**config.mk**
```make
export PLATFORM = sky130hd
export DESIGN_NAME = rlr_core
export DESIGN_NICKNAME = d
export VERILOG_FILES = /design/src/rlr_pkg.sv /design/src/rlr_core.sv
export SDC_FILE = /design/constraint.sdc
export NUM_CORES = 1
export LEC_CHECK = 0
export ABC_AREA = 0
export BUFFER_PORTS_ARGS = -buffer_cell sky130_fd_sc_hd__buf_2
export CAP_MARGIN = 15
export CORE_UTILIZATION = 55
export DETAILED_ROUTE_END_ITERATION = 12
export PLACE_DENSITY = 0.83
export SETUP_SLACK_MARGIN = 0.5
export SLEW_MARGIN = 20
export SYNTH_ARGS = -nofsm -noshare
export SYNTH_HDL_FRONTEND = slang
export SYNTH_SLANG_ARGS = --single-unit
```
**constraint.sdc**
```tcl
create_clock -name clock -period 2.65 [get_ports clock]
set_input_delay 0.1325 -clock clock [delete_from_list [all_inputs] [get_ports clock]]
set_output_delay 0.1325 -clock clock [all_outputs]
set_load 0.05 [all_outputs]
```
**src/rlr_pkg.sv**
```systemverilog
// Package for the return-with-literal and rotate-through-carry datapath
package rlr_pkg;
	// ****************************************
	// Widths and sizes
	// ****************************************
	localparam int DATA_W   = 8;
	localparam int ADDR_W   = 7;
	localparam int PC_W     = 15;
	localparam int STACK_N  = 16;
	localparam int SP_W     = 4;
	localparam int MSB      = DATA_W - 1;
	localparam int RET_CYC  = 2;
	localparam int ROT_CYC  = 1;
	localparam logic [7:0] W_RST = 8'h00;

	// ****************************************
	// Operation codes
	// ****************************************
	typedef enum logic [1:0] {
		OP_NONE,
		OP_RET_LIT,
		OP_ROT_LEFT,
		OP_ROT_RIGHT
	} rlr_op_e;

	// Instruction presented by the decoder
	typedef struct packed {
		rlr_op_e              op;
		logic [DATA_W-1:0]    literal;
		logic [ADDR_W-1:0]    faddr;
		logic                 dest;
	} rlr_instr_s;

	// File register write request
	typedef struct packed {
		logic                 we;
		logic [ADDR_W-1:0]    addr;
		logic [DATA_W-1:0]    data;
	} rlr_fwr_s;
endpackage

```
**src/rlr_core.sv**
```systemverilog
// Datapath for return-with-literal and the two rotate-through-carry ops
`timescale 1ns/1ps
module rlr_core #(
	parameter int STACK_N = rlr_pkg::STACK_N
) (
	// Clock and reset
	input  wire logic                          clock,
	input  wire logic                          sys_rst,
	// Instruction in, one per cycle while accepted
	input  wire rlr_pkg::rlr_instr_s           instr,
	input  wire logic                          instr_valid,
	output logic                               instr_ready,
	// File register read data for instr.faddr
	input  wire logic [rlr_pkg::DATA_W-1:0]    file_rdata,
	// Call stack push from the rest of the core
	input  wire logic                          push,
	input  wire logic [rlr_pkg::PC_W-1:0]      push_addr,
	// Results
	output logic [rlr_pkg::DATA_W-1:0]         work_reg,
	output logic                               carry,
	output rlr_pkg::rlr_fwr_s                  file_wr,
	output logic [rlr_pkg::PC_W-1:0]           pc_load,
	output logic                               pc_load_en,
	output logic                               flush,
	output logic [rlr_pkg::PC_W-1:0]           stack_top_entry,
	output logic [rlr_pkg::SP_W-1:0]           stack_depth
);
	// ****************************************
	// Helpers
	// ****************************************
	function automatic logic [rlr_pkg::SP_W-1:0] sp_step(
		input logic [rlr_pkg::SP_W-1:0] sp,
		input logic up
	);
		sp_step = up ? sp + 4'h1 : sp - 4'h1;
	endfunction

	// ****************************************
	// State
	// ****************************************
	typedef enum logic {ST_RUN, ST_FLUSH} rlr_state_e;
	rlr_state_e                    state_r, state_nxt;
	logic [rlr_pkg::PC_W-1:0]      stack_r [STACK_N];
	logic [rlr_pkg::SP_W-1:0]      sp_r;
	logic [rlr_pkg::DATA_W-1:0]    work_r;
	logic                          carry_r;
	rlr_pkg::rlr_fwr_s             fwr_r;
	logic [rlr_pkg::PC_W-1:0]      pc_r;
	logic                          pc_en_r;
	logic                          flush_r;
	logic                          ready_r;

	// ****************************************
	// Decode
	// ****************************************
	wire logic go      = instr_valid && (state_r == ST_RUN);
	wire logic do_ret  = go && instr.op == rlr_pkg::OP_RET_LIT;
	wire logic do_rl   = go && instr.op == rlr_pkg::OP_ROT_LEFT;
	wire logic do_rr   = go && instr.op == rlr_pkg::OP_ROT_RIGHT;
	wire logic do_rot  = do_rl || do_rr;
	wire logic [rlr_pkg::SP_W-1:0] top_idx = sp_r - 4'h1;
	wire logic [rlr_pkg::PC_W-1:0] top_addr = stack_r[top_idx];
	// Rotated value and carry out
	wire logic [rlr_pkg::DATA_W-1:0] rot_val = do_rl ?
		{file_rdata[rlr_pkg::MSB-1:0], carry_r} :
		{carry_r, file_rdata[rlr_pkg::MSB:1]};
	wire logic rot_c = do_rl ? file_rdata[rlr_pkg::MSB] :
		file_rdata[0];
	wire logic push_ok = push && !do_ret;

	always_comb begin
		state_nxt = state_r;
		case (state_r)
			ST_RUN:   if (do_ret) state_nxt = ST_FLUSH;
			ST_FLUSH: state_nxt = ST_RUN;
			default:  state_nxt = ST_RUN;
		endcase
	end

	// ****************************************
	// Sequential
	// ****************************************
	always_ff @(posedge clock) begin
		if (sys_rst) begin
			state_r <= ST_RUN;
			sp_r    <= '0;
			work_r  <= rlr_pkg::W_RST;
			carry_r <= 1'b0;
			fwr_r   <= '0;
			pc_r    <= '0;
			pc_en_r <= 1'b0;
			flush_r <= 1'b0;
			ready_r <= 1'b1;
		end else begin
			state_r <= state_nxt;
			pc_en_r <= do_ret;
			flush_r <= do_ret;
			ready_r <= !do_ret;
			if (do_ret) begin
				work_r <= instr.literal;
				pc_r   <= top_addr;
				sp_r   <= sp_step(sp_r, 1'b0);
			end else if (push_ok) begin
				sp_r   <= sp_step(sp_r, 1'b1);
			end
			if (do_rot) begin
				carry_r <= rot_c;
				if (!instr.dest)
					work_r <= rot_val;
			end
			fwr_r.we   <= do_rot && instr.dest;
			fwr_r.addr <= instr.faddr;
			fwr_r.data <= rot_val;
		end
	end

	always_ff @(posedge clock) begin
		if (push_ok && !sys_rst)
			stack_r[sp_r] <= push_addr;
	end

	// ****************************************
	// Outputs
	// ****************************************
	logic [rlr_pkg::PC_W-1:0] top_out_r;
	logic [rlr_pkg::SP_W-1:0] depth_r;
	always_ff @(posedge clock) begin
		if (sys_rst) begin
			top_out_r <= '0;
			depth_r   <= '0;
		end else begin
			top_out_r <= top_addr;
			depth_r   <= sp_r;
		end
	end

	assign instr_ready     = ready_r;
	assign work_reg        = work_r;
	assign carry           = carry_r;
	assign file_wr         = fwr_r;
	assign pc_load         = pc_r;
	assign pc_load_en      = pc_en_r;
	assign flush           = flush_r;
	assign stack_top_entry = top_out_r;
	assign stack_depth     = depth_r;
endmodule // rlr_core

```
==> flow_metrics.py <==
metrics = {
    "layout": {
        "antennaDiodeCount": 0,
        "fin_util_pct": 69.4,
        "synthToLayoutAreaGrowth_pct": 21.9,
        "post_route_cells_drive_above_1_share_pct": 34.0,
        "largest_register_ff_count": 240,
        "top_register": "stack_r",
        "nNetsFinal": 895,
        "instances_no_fill": 1138,
        "final_area_um2": 14200,
    },
    "global_routing": {
        "grt_util_all_layers_pct": 26.3,
        "grt_max_degree": 65,
        "grt_remaining_overflow": 0,
        "antenna_found_initial": 0,
        "grt_pass1_vias": 7002,
        "grt_pass1_wl_mm": 41.7,
    },
    "min_path": {
        "min_path_cells": 3,
        "hold_path.class": "input pin to flip-flop",
    },
    "critical_path": {
        "crit_required_ps": 2860,
        "crit_slowest_cell": "or4_1",
        "crit_type": "flip-flop to flip-flop",
        "slowest_delay_ps": 650,
        "path_depth": 4,
        "path_cells": "inv_1 -> or4_1 -> nor2_1 -> buf_4",
        "r2r_cells": 4,
        "cp-end-kind": "flip-flop",
        "startpoint_type": "flip-flop",
        "cp_top_family": "simple AND/OR/NAND/NOR gates",
        "path_buf_inv": 2,
        "arrival_ps": 2360,
        "cp_max_fo": 15,
    },
    "synth": {
        "synthXorXnorAreaFrac_pct": 0.225,
        "synth_compound_area_share_pct": 6.32,
        "syn-num-nets": 711,
        "yosys-mux-area-fraction_pct": 12.4,
        "syn-cell-area_um2": 11700,
        "yosysMostFrequentCell": "edfxtp_1",
        "synth_top_family_by_area": "multiplexers",
        "seq_area_frac_synth_pct": 73.0,
        "yosysTopAreaCell": "edfxtp_1",
        "synth_top_cell_area_share_pct": 61.7,
        "synth-simple-area-share_pct": 3.95,
        "synthTopCellsByArea": "edfxtp_1 62%, mux4_2 12%, dfxtp_1 11%",
        "synth_ff_type": "edfxtp_1",
        "synth_cells": 662,
        "yosys_register_bits": 306,
        "yosys.cell_types.count": 38,
        "synth_edf_count": 240,
        "async_reset_ff_share_pct": 0,
        "synth_fa_ha_area_share_pct": 0.429,
        "synthTopCellsByCount": "240 x edfxtp_1, 66 x dfxtp_1, 60 x mux4_2",
        "yosysWarnings": 0,
        "syn_avg_cell_area_um2": 17.6,
    },
    "timing": {
        "fin_crit_sh_pct": 81.4,
        "slew_headroom_pct": 48.0,
        "fin_crit_ps": 2160,
        "slew_violations": 0,
        "finalSetupViolCount": 0,
        "clock.fmax_ghz": 0.464,
        "clock_skew_ps": 17.3,
        "max_slew.worst_pin.slew_ps": 780,
        "hold_viol_final": 0,
        "rsz0062_at_grt": "true",
        "final.setup.tns_ps": 0,
    },
    "route": {
        "drt_iter0_drc": 719,
        "drc_errors": 0,
        "avgViaCountPerCell": 6.10,
        "drt-total-wl_mm": 28.6,
        "wire_per_inst_um": 25.1,
        "num_vias": 6945,
        "ant_nets": 0,
        "first_pass_iters": 5,
    },
    "floorplan": {
        "die-width_um": 148,
        "start_util_pct": 57.0,
        "die_h_um": 148,
        "core_area_um2": 20500,
        "dieArea_um2": 21800,
        "fp-row-count": 52,
        "num_io_pins": 107,
    },
    "clocking": {
        "htree_num_levels": 1,
        "cts_root_buf": "clkbuf_16",
        "clk_latency_ps": 550,
        "clock_path_buffers": 3,
        "numCtsBuffers": 29,
        "clkTransAtPathRegs_ps": 60,
        "cts.sinks": 306,
        "cts_tree": "yes",
    },
    "place": {
        "hpwl_mm": 16.1,
        "io_buffers": 106,
        "routabilityCongestion": 0.880,
        "placed_area_um2": 12700,
        "placed_cells_incl_taps": 1033,
    },
    "power_and_ir_drop": {
        "powerDensity_nw_per_um2": 807,
        "p_leak_nw": 5.15,
        "total_power_mw": 11.5,
        "ir_worst_vdd_v": 0.000600,
    },
    "outcome": {
        "status": "finished, final reports clean",
    },
    "run": {
        "drv_cap": 0,
    },
}
==> power breakdown <==
part	internal, mW	switching, mW	total, mW
sequential	5.31	0.0799	5.39
combinational	0.691	1.12	1.81
clock	2.56	1.72	4.28
==> final timing paths <==
path / endpoint / slack (ps) / startpoint
worst max-delay path: stack_r[11][6] / 490 / sp_r[3]
worst min register to register: pc_load[1] / 520 / pc_load[1]
worst max register to register: stack_r[11][6] / 490 / sp_r[3]
worst min-delay path: work_reg[5] / 6 / instr[13]
==> layer usage <==
layer  vias up  track usage (%)  wire, um  part of all wire (%)
li1       2911                -         -                     -
met4         0             12.1      1380                   4.8
met1      3456             34.1     10600                    37
met2       484             44.0     14100                    49
met3        94             4.32      2560                   8.9
met5         -                0         0                     0
==> worst reg2reg max path: stages, from the launching register on <==
cell and delay, ps:
dfxtp_2 460, inv_1 210, or4_1 650, nor2_1 150
buf_4 340
==> what timing repair did <==
item	CTS	global route
resized for setup	9	7
hold buffers	40	0
gates cloned	0	0
buffers inserted	7	5
hold endpoints to repair	263	0
pin swaps	0	2
endpoints found under the setup margin	89	43
==> area by class of cell <==
type,count,area (um2)
inverters,65,244
flip-flops and latches,306,8530
clock inverters,18,189
fillers,1219,6260
multi-input cells,256,2820
clock buffers,35,811
well taps,270,338
repair buffers,188,1290
==> through the flow <==
stage | hold WS, ps | worst slack (ps)
2_1_floorplan | 231 | 287
4_1_cts | 0.0102 | 460
5_1_grt | 22.6 | 406
3_5_place_dp | 352 | 259
3_3_place_gp | 350 | 328
6_report | 5.69 | 494
==> layout by cell type, fill, tap and decap left out, types with 18 or more instances in the layout <==
| master | netlist | layout |
|---|---|---|
| edfxtp_1 | 240 | 240 |
| buf_2 | 13 | 106 |
| dfxtp_1 | 66 | 64 |
| mux4_2 | 60 | 60 |
| inv_1 | 57 | 57 |
| nor2_1 | 47 | 43 |
| dlygate4sd3_1 | 0 | 40 |
| buf_4 | 8 | 36 |
| clkbuf_16 | 0 | 31 |
| o22a_1 | 30 | 30 |
| a21oi_1 | 18 | 18 |
==> cell families after synthesis <==
family | after synthesis
multiplexers | 70
buffers and inverters | 100
AND/OR/NAND/NOR | 93
AO/OA/AOI/OAI | 86
XOR/XNOR | 3
flip-flops | 306
adder cells (fa/ha/maj) | 4
Power figures use the tool's default switching activity.
